**src/ipf_issue_map.vh**
```
/*
  Constants for the issue and sequencing control of the unpack, pack,
  normalize delivery and floating add instructions: opcodes, latencies,
  register offsets, field positions and reset values.
  Assumes 6-bit opcodes and 3-bit register designators.
*/
`ifndef IPF_ISSUE_MAP_VH
`define IPF_ISSUE_MAP_VH

// Opcodes, octal 24..27 and 30..33.
`define IPF_OP_NORMALIZER_UNIT 6'h14
`define IPF_OP_RNORM 6'h15
`define IPF_OP_UNPACK 6'h16
`define IPF_OP_PACK 6'h17
`define IPF_OP_FSUM 6'h18
`define IPF_OP_FDIF 6'h19
`define IPF_OP_DSUM 6'h1A
`define IPF_OP_DDIF 6'h1B

// Delivery latencies in clock periods after issue.
`define IPF_LAT_LU 1
`define IPF_LAT_NZ 2
`define IPF_LAT_FA 3

// Result source codes on the write strobes.
`define IPF_SRC_LU 2'h1
`define IPF_SRC_NZ 2'h2
`define IPF_SRC_FA 2'h3

// Register byte offsets.
`define IPF_REG_CTRL 8'h00
`define IPF_REG_STATUS 8'h04
`define IPF_REG_COUNT 8'h08

// Control register fields and reset value.
`define IPF_CTRL_EN_BIT 0
`define IPF_CTRL_RESET 32'h0000_0001

// Status register fields.
`define IPF_ST_XBUSY_LSB 0
`define IPF_ST_BBUSY_LSB 8
`define IPF_ST_LUGO_BIT 16
`define IPF_ST_NZGO_BIT 17
`define IPF_ST_FAGO_BIT 18
`define IPF_ST_XPATH_LSB 20
`define IPF_ST_BPATH_LSB 24

`endif

```
**src/ipf_issue_ctl.v**
```verilog
/*
  Issue control and per-period sequencing for unpack, pack, the delivery
  of normalize results, and floating sum and difference in single and
  double precision. Keeps busy flags of the operand and index registers,
  reservations of their input paths, the unit go flags and the delivery
  strobes; software sees state and an enable over an AHB-Lite slave.
  Assumes the issue stage presents one decoded instruction per period,
  synchronous to mclk_in, and holds it until issue_out is seen high.
*/
// Our own choices: the AHB-Lite slave port and the register offsets.
// Notes on behaviour
// - Unpack waits for free registers and paths.
// - Unpack delivers both results one period later.
// - Unpack issue advances parcel, feeds logical unit.
// - Period one: deliver, set busy and go.
// - Period two: clear busy and go flags.
// - Normalize delivers period two, clears busy later.
// - Pack waits for registers, operand path only.
// - Pack sends operands, delivers, go clears after.
// - Float add waits: registers, path three ahead.
// - Float add result fixed three periods later.
// - Float add issue sends both operands.
// - Period one: exponent difference, busy, go.
// - Period two: finish alignment, clear go.
// - Double precision applies exponent correction.
// - Period three: complete sum, write result.
// - Period four: clear destination busy flag.
// - Odd opcodes subtract, even opcodes add.
// - No execution delay once issued.
// - Issue moves next instruction into parcel.
`timescale 1ns/100ps
`include "ipf_issue_map.vh"
`default_nettype none

module ipf_issue_ctl #(
  parameter NREG = 8
) (
  input wire mclk_in,
  input wire rst_n_in,
  // Issue stage.
  input wire instr_valid_in,
  input wire [5:0] opcode_in,
  input wire [2:0] dest_sel_in,
  input wire [2:0] src_j_sel_in,
  input wire [2:0] src_k_sel_in,
  input wire issue_backup_path_in,
  output wire issue_out,
  output wire parcel_advance_out,
  output wire lu_send_src_out,
  output wire lu_send_index_out,
  output wire nz_send_src_out,
  output wire fa_send_src_out,
  // Register files and units.
  output reg [NREG-1:0] x_busy_out,
  output reg [NREG-1:0] b_busy_out,
  output reg lu_go_out,
  output reg nz_go_out,
  output reg fa_go_out,
  output reg lu_unpack_out,
  output reg fa_align_start_out,
  output reg fa_align_done_out,
  output reg fa_dp_correct_out,
  output reg fa_complete_out,
  output reg fa_subtract_out,
  output reg x_write_out,
  output reg [2:0] x_write_sel_out,
  output reg [1:0] x_write_src_out,
  output reg b_write_out,
  output reg [2:0] b_write_sel_out,
  output reg [1:0] b_write_src_out,
  // AHB-Lite slave.
  input wire hsel,
  input wire [31:0] haddr,
  input wire [1:0] htrans,
  input wire hwrite,
  input wire [2:0] hsize,
  input wire [31:0] hwdata,
  input wire hready,
  output wire hreadyout,
  output wire hresp,
  output reg [31:0] hrdata
);

  // Pipeline stages: suffix 1, 2, 3 is the period after issue.
  reg nz1_v_r;
  reg nz2_v_r;
  reg [2:0] nz1_i_r;
  reg [2:0] nz1_j_r;
  reg fa2_v_r;
  reg fa3_v_r;
  reg [2:0] fa1_i_r;
  reg [2:0] fa2_i_r;
  reg [2:0] fa3_i_r;
  reg fa1_dp_r;
  reg [2:0] lu1_i_r;
  reg [2:0] lu1_j_r;
  // Input path reservations; bit n means busy n+1 periods from now.
  reg [2:0] xpath_r;
  reg [2:0] bpath_r;
  reg [2:0] xpath_nxt;
  reg [2:0] bpath_nxt;
  reg [NREG-1:0] x_busy_nxt;
  reg [NREG-1:0] b_busy_nxt;
  reg ctrl_en_r;
  reg [31:0] count_r;
  reg wr_pend_r;
  reg [7:0] wr_addr_r;

  wire is_nz;
  wire is_unp;
  wire is_pack;
  wire is_fa;
  wire x_i_free;
  wire x_j_free;
  wire x_k_free;
  wire b_j_free;
  wire ok_unp;
  wire ok_pack;
  wire ok_nz;
  wire ok_fa;
  wire bus_take;

  // Decode of the instruction in the upper parcel.
  assign is_nz = (opcode_in == `IPF_OP_NORMALIZER_UNIT) || (opcode_in == `IPF_OP_RNORM);
  assign is_unp = (opcode_in == `IPF_OP_UNPACK);
  assign is_pack = (opcode_in == `IPF_OP_PACK);
  assign is_fa = (opcode_in == `IPF_OP_FSUM) || (opcode_in == `IPF_OP_FDIF)
    || (opcode_in == `IPF_OP_DSUM) || (opcode_in == `IPF_OP_DDIF);

  assign x_i_free = ~x_busy_out[dest_sel_in];
  assign x_j_free = ~x_busy_out[src_j_sel_in];
  assign x_k_free = ~x_busy_out[src_k_sel_in];
  assign b_j_free = ~b_busy_out[src_j_sel_in];

  // Issue conditions per class; the backup path blocks every class.
  assign ok_unp = is_unp & x_i_free & x_k_free & b_j_free
    & ~xpath_r[0] & ~bpath_r[0];
  assign ok_pack = is_pack & x_i_free & x_k_free & b_j_free
    & ~xpath_r[0];
  assign ok_nz = is_nz & x_i_free & x_k_free & b_j_free
    & ~xpath_r[1] & ~bpath_r[1];
  assign ok_fa = is_fa & x_i_free & x_j_free & x_k_free
    & ~xpath_r[2];

  // Issue is gated by the software enable; unknown opcodes never issue.
  assign issue_out = instr_valid_in & ctrl_en_r & ~issue_backup_path_in
    & (ok_unp | ok_pack | ok_nz | ok_fa);
  assign parcel_advance_out = issue_out;
  assign lu_send_src_out = issue_out & (is_unp | is_pack);
  assign lu_send_index_out = issue_out & is_pack;
  assign nz_send_src_out = issue_out & is_nz;
  assign fa_send_src_out = issue_out & is_fa;

  // Path reservations shift toward now; a new normalize or float add issue books its delivery.
  always @*
  begin
    xpath_nxt = {1'b0, xpath_r[2:1]};
    bpath_nxt = {1'b0, bpath_r[2:1]};
    if (issue_out & is_nz)
    begin
      xpath_nxt[`IPF_LAT_NZ - 2] = 1'b1;
      bpath_nxt[`IPF_LAT_NZ - 2] = 1'b1;
    end
    if (issue_out & is_fa)
    begin
      xpath_nxt[`IPF_LAT_FA - 2] = 1'b1;
    end
  end

  // Busy flags: clears of finishing work first, so a new set wins.
  always @*
  begin
    x_busy_nxt = x_busy_out;
    b_busy_nxt = b_busy_out;
    if (lu_go_out)
    begin
      x_busy_nxt[lu1_i_r] = 1'b0;
      if (lu_unpack_out)
      begin
        b_busy_nxt[lu1_j_r] = 1'b0;
      end
    end
    if (nz2_v_r)
    begin
      x_busy_nxt[x_write_sel_out] = 1'b0;
      b_busy_nxt[b_write_sel_out] = 1'b0;
    end
    if (fa3_v_r)
    begin
      x_busy_nxt[fa3_i_r] = 1'b0;
    end
    if (issue_out)
    begin
      x_busy_nxt[dest_sel_in] = 1'b1;
      if (is_unp | is_nz)
      begin
        b_busy_nxt[src_j_sel_in] = 1'b1;
      end
    end
  end

  // Sequencing of every in-flight instruction; stages advance each
  // period unconditionally, so nothing issued can ever be delayed.
  always @(posedge mclk_in or negedge rst_n_in)
  begin
    if (!rst_n_in)
    begin
      x_busy_out <= {NREG{1'b0}};
      b_busy_out <= {NREG{1'b0}};
      xpath_r <= 3'h0;
      bpath_r <= 3'h0;
      lu_go_out <= 1'b0;
      lu_unpack_out <= 1'b0;
      lu1_i_r <= 3'h0;
      lu1_j_r <= 3'h0;
      nz1_v_r <= 1'b0;
      nz2_v_r <= 1'b0;
      nz1_i_r <= 3'h0;
      nz1_j_r <= 3'h0;
      nz_go_out <= 1'b0;
      fa_go_out <= 1'b0;
      fa2_v_r <= 1'b0;
      fa3_v_r <= 1'b0;
      fa1_i_r <= 3'h0;
      fa2_i_r <= 3'h0;
      fa3_i_r <= 3'h0;
      fa1_dp_r <= 1'b0;
      fa_align_start_out <= 1'b0;
      fa_align_done_out <= 1'b0;
      fa_dp_correct_out <= 1'b0;
      fa_complete_out <= 1'b0;
      fa_subtract_out <= 1'b0;
      x_write_out <= 1'b0;
      x_write_sel_out <= 3'h0;
      x_write_src_out <= 2'h0;
      b_write_out <= 1'b0;
      b_write_sel_out <= 3'h0;
      b_write_src_out <= 2'h0;
    end
    else
    begin
      x_busy_out <= x_busy_nxt;
      b_busy_out <= b_busy_nxt;
      xpath_r <= xpath_nxt;
      bpath_r <= bpath_nxt;
      // Logical unit: one period, go flag high in that period only.
      lu_go_out <= issue_out & (is_unp | is_pack);
      if (issue_out & (is_unp | is_pack))
      begin
        lu_unpack_out <= is_unp;
        lu1_i_r <= dest_sel_in;
        lu1_j_r <= src_j_sel_in;
      end
      // Normalizer: go in period one, delivery in period two.
      nz1_v_r <= issue_out & is_nz;
      nz_go_out <= issue_out & is_nz;
      nz2_v_r <= nz1_v_r;
      if (issue_out & is_nz)
      begin
        nz1_i_r <= dest_sel_in;
        nz1_j_r <= src_j_sel_in;
      end
      // Floating add: fixed three-period pipeline for all operands.
      fa_go_out <= issue_out & is_fa;
      fa_align_start_out <= issue_out & is_fa;
      fa2_v_r <= fa_go_out;
      fa3_v_r <= fa2_v_r;
      fa_align_done_out <= fa_go_out;
      fa_dp_correct_out <= fa_go_out & fa1_dp_r;
      fa_complete_out <= fa2_v_r;
      fa2_i_r <= fa1_i_r;
      fa3_i_r <= fa2_i_r;
      if (issue_out & is_fa)
      begin
        fa1_i_r <= dest_sel_in;
        fa1_dp_r <= opcode_in[1]; // 32 and 33 are double precision.
        fa_subtract_out <= opcode_in[0];
      end
      // Operand register write strobes; path checks keep them unique.
      x_write_out <= (issue_out & (is_unp | is_pack)) | nz1_v_r | fa2_v_r;
      if (issue_out & (is_unp | is_pack))
      begin
        x_write_sel_out <= dest_sel_in;
        x_write_src_out <= `IPF_SRC_LU;
      end
      else if (nz1_v_r)
      begin
        x_write_sel_out <= nz1_i_r;
        x_write_src_out <= `IPF_SRC_NZ;
      end
      else if (fa2_v_r)
      begin
        x_write_sel_out <= fa2_i_r;
        x_write_src_out <= `IPF_SRC_FA;
      end
      // Index register write strobes.
      b_write_out <= (issue_out & is_unp) | nz1_v_r;
      if (issue_out & is_unp)
      begin
        b_write_sel_out <= src_j_sel_in;
        b_write_src_out <= `IPF_SRC_LU;
      end
      else if (nz1_v_r)
      begin
        b_write_sel_out <= nz1_j_r;
        b_write_src_out <= `IPF_SRC_NZ;
      end
    end
  end

  // AHB-Lite slave: zero wait states, always OKAY. Unmapped offsets
  // read zero and ignore writes, so a stray access cannot stop issue.
  assign hreadyout = 1'b1;
  assign hresp = 1'b0;
  assign bus_take = hsel & htrans[1] & hready;

  // Read data is latched at the address phase so it stands from a flop.
  always @(posedge mclk_in or negedge rst_n_in)
  begin
    if (!rst_n_in)
    begin
      hrdata <= 32'h0000_0000;
      wr_pend_r <= 1'b0;
      wr_addr_r <= 8'h00;
    end
    else
    begin
      wr_pend_r <= bus_take & hwrite;
      wr_addr_r <= haddr[7:0];
      hrdata <= 32'h0000_0000;
      if (bus_take & ~hwrite)
      begin
        case (haddr[7:0])
          `IPF_REG_CTRL:
          begin
            hrdata[`IPF_CTRL_EN_BIT] <= ctrl_en_r;
          end
          `IPF_REG_STATUS:
          begin
            hrdata[`IPF_ST_XBUSY_LSB +: 8] <= x_busy_out[7:0];
            hrdata[`IPF_ST_BBUSY_LSB +: 8] <= b_busy_out[7:0];
            hrdata[`IPF_ST_LUGO_BIT] <= lu_go_out;
            hrdata[`IPF_ST_NZGO_BIT] <= nz_go_out;
            hrdata[`IPF_ST_FAGO_BIT] <= fa_go_out;
            hrdata[`IPF_ST_XPATH_LSB +: 3] <= xpath_r;
            hrdata[`IPF_ST_BPATH_LSB +: 3] <= bpath_r;
          end
          `IPF_REG_COUNT:
          begin
            hrdata <= count_r;
          end
          default:
          begin
            hrdata <= 32'h0000_0000;
          end
        endcase
      end
    end
  end

  // Control and issue counter; a clearing write in the same period as an
  // issue loads one, so no issue goes uncounted.
  always @(posedge mclk_in or negedge rst_n_in)
  begin
    if (!rst_n_in)
    begin
      ctrl_en_r <= 1'b1;
      count_r <= 32'h0000_0000;
    end
    else
    begin
      if (wr_pend_r & (wr_addr_r == `IPF_REG_CTRL))
      begin
        ctrl_en_r <= hwdata[`IPF_CTRL_EN_BIT];
      end
      if (wr_pend_r & (wr_addr_r == `IPF_REG_COUNT))
      begin
        count_r <= {31'h0000_0000, issue_out};
      end
      else if (issue_out)
      begin
        count_r <= count_r + 32'h0000_0001;
      end
    end
  end

endmodule // ipf_issue_ctl

`default_nettype wire

```
**config.mk**
```make
export PLATFORM = sky130hd
export DESIGN_NAME = ipf_issue_ctl
export DESIGN_NICKNAME = d
export VERILOG_FILES = /design/src/ipf_issue_ctl.v
export VERILOG_INCLUDE_DIRS = /design/src
export SDC_FILE = /design/constraint.sdc
export NUM_CORES = 1
export LEC_CHECK = 0
export BUFFER_PORTS_ARGS = -buffer_cell sky130_fd_sc_hd__buf_2
export CAP_MARGIN = 10
export CORE_UTILIZATION = 45
export CTS_CLUSTER_DIAMETER = 60
export DETAILED_ROUTE_END_ITERATION = 7
export GPL_TIMING_DRIVEN = 0
export PLACE_DENSITY = 0.69
export RECOVER_POWER = 25
export SKIP_CTS_REPAIR_TIMING = 1
export SLEW_MARGIN = 20
export SYNTH_ARGS = -nofsm -noshare
export SYNTH_HDL_FRONTEND = slang
export SYNTH_SLANG_ARGS = --single-unit
```
**constraint.sdc**
```tcl
create_clock -name mclk_in -period 4 [get_ports mclk_in]
set_clock_uncertainty 0.05 [all_clocks]
set_input_delay 0.8 -clock mclk_in [delete_from_list [all_inputs] [get_ports mclk_in]]
set_output_delay 0.8 -clock mclk_in [all_outputs]
set_load 0.05 [all_outputs]
```
==> results of run 1 <==
-- power breakdown --
part           switching [W]  internal [W]
logic               0.000107     0.0000552
registers         0.00000834       0.00137
clock network       0.000580       0.00108
total               0.000696       0.00250
-- stage by stage --
stage / hold WS [ns] / power (W)
after floorplan: 0.303 / 0.00148
after global placement: 0.312 / 0.00155
after detailed placement: 0.322 / 0.00156
after CTS: 0.274 / 0.00322
after global routing: 0.344 / 0.00331
final: 0.334 / 0.00320
-- worst paths after layout --
| path | start | to | slack (ns) | cells after the start |
|---|---|---|---|---|
| max reg2reg | b_busy_out[6] | count_r[31] | 1.00 | 7 |
| min in group asynchronous | rst_n_in | wr_pend_r | 1.45 | 1 |
| min reg2reg | fa1_i_r[0] | fa2_i_r[0] | 0.33 | 0 |
| min | fa1_i_r[0] | fa2_i_r[0] | 0.33 | 0 |
| max | src_j_sel_in[1] | nz_send_src_out | 0.11 | 8 |
| max in group asynchronous | rst_n_in | count_r[20] | 0.86 | 1 |
-- cells in the mapped netlist, types with 3 or more instances --
library cell,number
dfrtp_1,133
nand2_1,64
mux2i_1,47
nand3_1,45
nor2_1,42
nand2b_1,36
clkbuf_1,29
nand4_1,23
a2111oi_0,21
a22oi_1,21
and3_1,15
a21oi_1,12
mux2_4,11
nor2b_1,11
inv_1,9
a211oi_1,8
nor3_1,8
o21ai_0,8
o221ai_1,8
o31ai_1,8
mux2_2,7
buf_2,6
mux2_1,6
nand3b_1,5
buf_4,4
o41ai_1,4
buf_1,3
buf_6,3
mux4_2,3
-- flip-flops by register name (all words and copies together), names as in the netlist, 2 cells and up --
name	flops
x_busy_out	8
x_write_src_out	2
count_r	32
fa3_i_r	3
fa1_i_r	3
b_write_src_out	2
nz1_j_r	3
xpath_r	2
lu1_j_r	3
hrdata	32
b_busy_out	8
lu1_i_r	3
nz1_i_r	3
fa2_i_r	3
wr_addr_r	8
x_write_sel_out	3
b_write_sel_out	3
-- final cells by class --
type                       instances  area (um^2)
tap                              184          230
timing repair buffer             107          566
buffer                            45          218
clock inverter                    11          171
sequential                       134         3350
fill                            1295         6400
clock buffer                      21          460
inverter                           9         33.8
multi-input combinational        449         3100
-- critical path, stage by stage --
cell,delay (ns)
buf_2,0.15
mux2_1,0.37
a221oi_1,0.37
o2111ai_2,0.26
a211o_1,0.35
clkbuf_2,0.24
nor2_1,0.21
buf_2,0.29
-- per-layer routing --
layer | share of wire | vias to the layer above | global-route usage
li1 | - | 2597 | -
met1 | 0.41 | 2800 | 0.308
met2 | 0.50 | 208 | 0.424
met3 | 0.052 | 49 | 0.0517
met4 | 0.032 | 0 | 0.124
met5 | 0 | - | 0
-- cells by family after synthesis --
kind of cell / synth area share
AND/OR/NAND/NOR: 0.204
flip-flops: 0.501
AO/OA/AOI/OAI: 0.124
multiplexers: 0.129
buffers and inverters: 0.0370
other: 0.00112
adder cells (fa/ha/maj): 0.00187
XOR/XNOR: 0.00131
==> summary.md, run 1 <==
| Metric | Value |
|---|---|
| Gr usage total | 0.252 |
| Seq/Total Area, Yosys | 0.501 |
| Port Buffers | 103 |
| Most common cell after layout, fill and taps aside | dfrtp_1 |
| Synthesized area | 6690 um^2 |
| Area grow syn2layout | 21.5% |
| Synth area leader | dfrtp_1 |
| Finished Layout Cells | 960 |
| Final setup violating endpoints | 0 |
| Diodes inserted | 0 |
| Nets | 855 |
| Starting Density | 0.460 |
| Global-route wire length before repair | 28.9 mm |
| Lkg Pwr | approximately 3.7 nW |
| Clk sinks | 134 |
| WP data arrival | 3.04 ns |
| DP HPWL | 12.9 mm |
| Post-synth EDFFs | 0 |
| Syn Area/Cell | 10.5 um^2 |
| Relative slew slack | -0.885 |
| DR pass1 iterations | 7 |
| Min Tclk post-route | roughly 4 ns |
| Slew @ Worst Pin | 2.83 ns |
| Post-route cell area | around 8100 um^2 |
| Synth top area share | 0.497 |
| Peak VDD IR | 270 uV |
| WP data required | around 3.2 ns |
| CTS tree | done |
| Critical path type | in -> out |
| Post-DR vias/cell | 5.89 |
| Final Max Tran Viols | a little over 60 |
| Placement Rows | 44 |
| Tightest Hold Check Type | reg -> reg |
| GP Congestion | roughly 0.96 |
| Setup TNS | 0 ns |
| Fmax | 0.257 GHz |
| Pin count of the biggest net entering global routing | 74 |
| CTS max path bufs | 2 |
| Final Hold Vio Count | 0 |
| Min setup slack post-route | 0.113 ns |
| Reg clk slew, reported paths | 0.06 ns |
| Top cells by area, synth | dfrtp_1 (50%), mux2i_1 (7.0%), nand2_1 (3.6%), nand2b_1 (3.4%), nand3_1 (3.4%) |
| TritonCTS buffer count | 17 |
| Pwr/cell area | 393 nW/um^2 |
| Initial antenna violation count | 0 |
| Drt drc | 0 |
| Pre-CTS setup slack | -0.0987 ns |
| CP endpoint kind | output port |
| RSZ-0062 raised after global routing | false |
| Clk_lat worst skew | 0.42 ns |
| Status | finished, violations left |
| Root Driver | clkbuf_16 |
| Via count | 5,654 |
| Violated checks | max-capacitance violations, max-slew violations |
| Final WL | 18.0 mm |
| WL/cell | 18.8 um |
| Ys flop type | dfrtp_1 |
| Die height | about 120 um |
| Initial DRC count | approximately 330 |
| Max-Cap Viols | 1 |
| Most frequent cells in the layout | dfrtp_1 (133), buf_2 (104), nand2_1 (64) |
| Final Util | 0.560 |
| Die area | 15,400 um^2 |
| Io pins | 168 |
| CP Max Fanout | 10 |
| Syn_nets | 729 |
| DRT antenna net count | 0 |
| Core region area | 14,500 um^2 |
| Placed Cells incl. Taps | 925 |
| Total congestion overflow | 0 |
| Share of post-route cells with drive strength above 1 | 0.229 |
| Area post-placement | 7480 um^2 |
| #FFs+latches synth | about 130 |
| Startpoint class of the critical path | input pin |
| Unique cell type count in the Yosys netlist | 60 |
| Async set or reset register ratio after synthesis | 1.00 |
| Die W | 124 um |
| Cells after synthesis | 637 |
| CTS H-Tree Depth | 4 |
| Vias in the first global route | 5,526 |
| Final period utilization | 0.972 |
| Syn. warnings | 0 |
(Power assumes the default switching activity.)
==> inputs of run 2 (changes only) <==
==> constraint.sdc (replaced) <==
create_clock -name mclk_in -period 4 [get_ports mclk_in]
set_clock_uncertainty 0.05 [all_clocks]
set_input_delay 0 -clock mclk_in [delete_from_list [all_inputs] [get_ports mclk_in]]
set_output_delay 0 -clock mclk_in [all_outputs]
set_load 0.05 [all_outputs]
==> run 2 against run 1 <==
Compared with the run above:
- the flow still finishes with violations (max-capacitance violations, max-slew violations)
- first-iteration DRC count down 0.61%
- routed wire length is 2.5% higher
- power decreased by 3.4%
- count of clock-buffer cells in the layout down 2
==> summary.md, run 2 (synthesis results as in run 1) <==
| Metric | Value |
|---|---|
| R2R Path End | x_busy_out[2] |
| Initial antenna violation count | 0 |
| Total congestion overflow | 0 |
| Most frequent cells in the layout | dfrtp_1 (133), buf_2 (101), nand2_1 (64) |
| Slew @ Worst Pin | 2.33 ns |
| Setup TNS | 0 ns |
| Startpoint class of the critical path | register |
| Via count | 5,730 |
| Worst setup path startpoint | b_busy_out[6] |
| R2R Setup Slk | about 0.8 ns |
| Clk_lat worst skew | 0.42 ns |
| Int Pwr | 0.00238 W |
| Post-DR vias/cell | 5.86 |
| Drt drc | 0 |
| HP Start | src_j_sel_in[1] |
| Worst Reg-to-Reg Cells | 7 |
| Share of post-route cells with drive strength above 1 | 0.214 |
| Peak VDD IR | 256 uV |
| Lkg Pwr | 3.70 nW |
| Die W | 124 um |
| Final Max Tran Viols | 42 |
| DP HPWL | roughly 13 mm |
| Worst path slowest cell | a221oi_1 |
| Core region area | 14,500 um^2 |
| Io pins | between 150 and 200 |
| Status | finished, violations left |
| Clk sinks | 134 |
| WP data arrival | 3.18 ns |
| GP Congestion | ~0.96 |
| Placement Rows | 44 |
| Reg power frac | 0.445 |
| Final period utilization | 0.807 |
| Gr usage total | 0.260 |
| Die area | 15,400 um^2 |
| Final Hold Vio Count | 0 |
| Hold Crit Depth | 4 |
| Filler cells | ~1,300 |
| CTS tree | done |
| Fmax | 0.310 GHz |
| Final WL | 18.5 mm |
| DRT antenna net count | 0 |
| RR Startpoint | b_busy_out[6] |
| Die height | 124 um |
| CP Max Fanout | 10 |
| Crit path largest cell delay | 0.44 ns |
| Root Driver | clkbuf_16 |
| Starting Density | 0.460 |
| Combinational fraction of design power | 0.057 |
| Min Tclk post-route | about 3.2 ns |
| Final setup violating endpoints | 0 |
| RSZ-0062 raised after global routing | false |
| Final Util | 0.567 |
| P_sw | 0.000711 W |
| Pwr/cell area | 374 nW/um^2 |
| TritonCTS buffer count | 17 |
| Worst Hold End | b_busy_out[2] |
| Max-Cap Viols | 1 |
| Nets | 872 |
| Clock Power Share | 0.498 |
| Critical path type | reg -> out |
| Pin count of the biggest net entering global routing | 94 |
| Largest regs | count_r (32), hrdata (32) |
| Area grow syn2layout | 23.1% |
| Sw Share | 0.230 |
| CTS H-Tree Depth | 4 |
| DR pass1 iterations | 5 |
| WP data required | approximately 4 ns |
| Diodes inserted | 0 |
| CTS max path bufs | 2 |
| Initial DRC count | 324 |
| Most common cell after layout, fill and taps aside | dfrtp_1 |
| WL/cell | 18.9 um |
| Reg clk slew, reported paths | 0.05 ns |
| CP endpoint kind | output port |
| Relative slew slack | -0.550 |
| Global-route wire length before repair | about 30 mm |
| Violated checks | max-capacitance violations, max-slew violations |
| Crit-path cells | mux2_1, a221oi_1, o2111ai_2, a211o_1, clkbuf_1, nor3_1, buf_2 |
| Tightest Hold Check Type | in -> reg |
| Vias in the first global route | 5,672 |
| Port Buffers | between 100 and 150 |
==> run 2: cell count changes in the layout (fill, tap and decap cells not counted), sizes merged <==
cell,before,now
clkbuf,55,56
inv,11,9
buf,117,112
clkinv,3,9
bufinv,4,2
dlygate4sd3,0,20
clkdlybuf4s25,1,0
==> run 2: how the worst max path moves through the flow <==
stage                                   end
after floorplan           lu_send_index_out
after global placement          count_r[31]
after CTS                 lu_send_index_out
after detailed placement        count_r[31]
after global routing      lu_send_index_out
final                     lu_send_index_out
==> run 2: cell type report <==
type | count | area (um^2) | share of cell area
flip-flops and latches | 134 | 3350 | 0.407
repair buffers | 124 | 734 | 0.0891
multi-input cells | 449 | 3090 | 0.375
clock inverters | 13 | 131 | 0.0159
plain buffers | 45 | 214 | 0.0260
inverters | 9 | 33.8 | 0.00410
well taps | 184 | 230 | 0.0279
clock buffers | 19 | 453 | 0.0550
==> run 2: layer usage <==
metal / wire length, um / GRT usage / vias to the layer above
li1: - / - / 2639
met1: 7530 / 0.313 / 2819
met2: 9150 / 0.433 / 223
met3: 1160 / 0.0646 / 49
met4: 642 / 0.131 / 0
met5: 0 / 0 / -
==> run 2: power groups by stage <==
stage | sequential (W) | clock (W) | combinational, W
global placement | 0.00140 | 0 | 0.000154
floorplan | 0.00140 | 0 | 0.0000886
global route | 0.00137 | 0.00163 | 0.000199
CTS | 0.00137 | 0.00156 | 0.000165
detailed placement | 0.00140 | 0 | 0.000164
finish | 0.00137 | 0.00154 | 0.000176
==> run 2: metrics by stage <==
stage / area (um^2) / power [W] / setup WS [ns] / instances / hold slack [ns]
floorplan: 6690 / 0.00148 / 0.806 / 637 / -0.346
CTS: 8060 / 0.00310 / 0.846 / 957 / -0.595
finish: 8240 / 0.00309 / 0.772 / 977 / 0.0189
detailed placement: 7480 / 0.00156 / 1.15 / 925 / -0.145
global placement: 7440 / 0.00155 / 1.12 / 924 / 0.0734
global route: 8240 / 0.00320 / 0.613 / 977 / 0.0130
==> run 2: critical path, delay by kind of cell (launching register included) <==
kind	cells	cell delay, ns
mux	1	0.31
buf+inv	2	0.59
compound gates	3	1.17
flops	1	0.42
simple gates	1	0.26
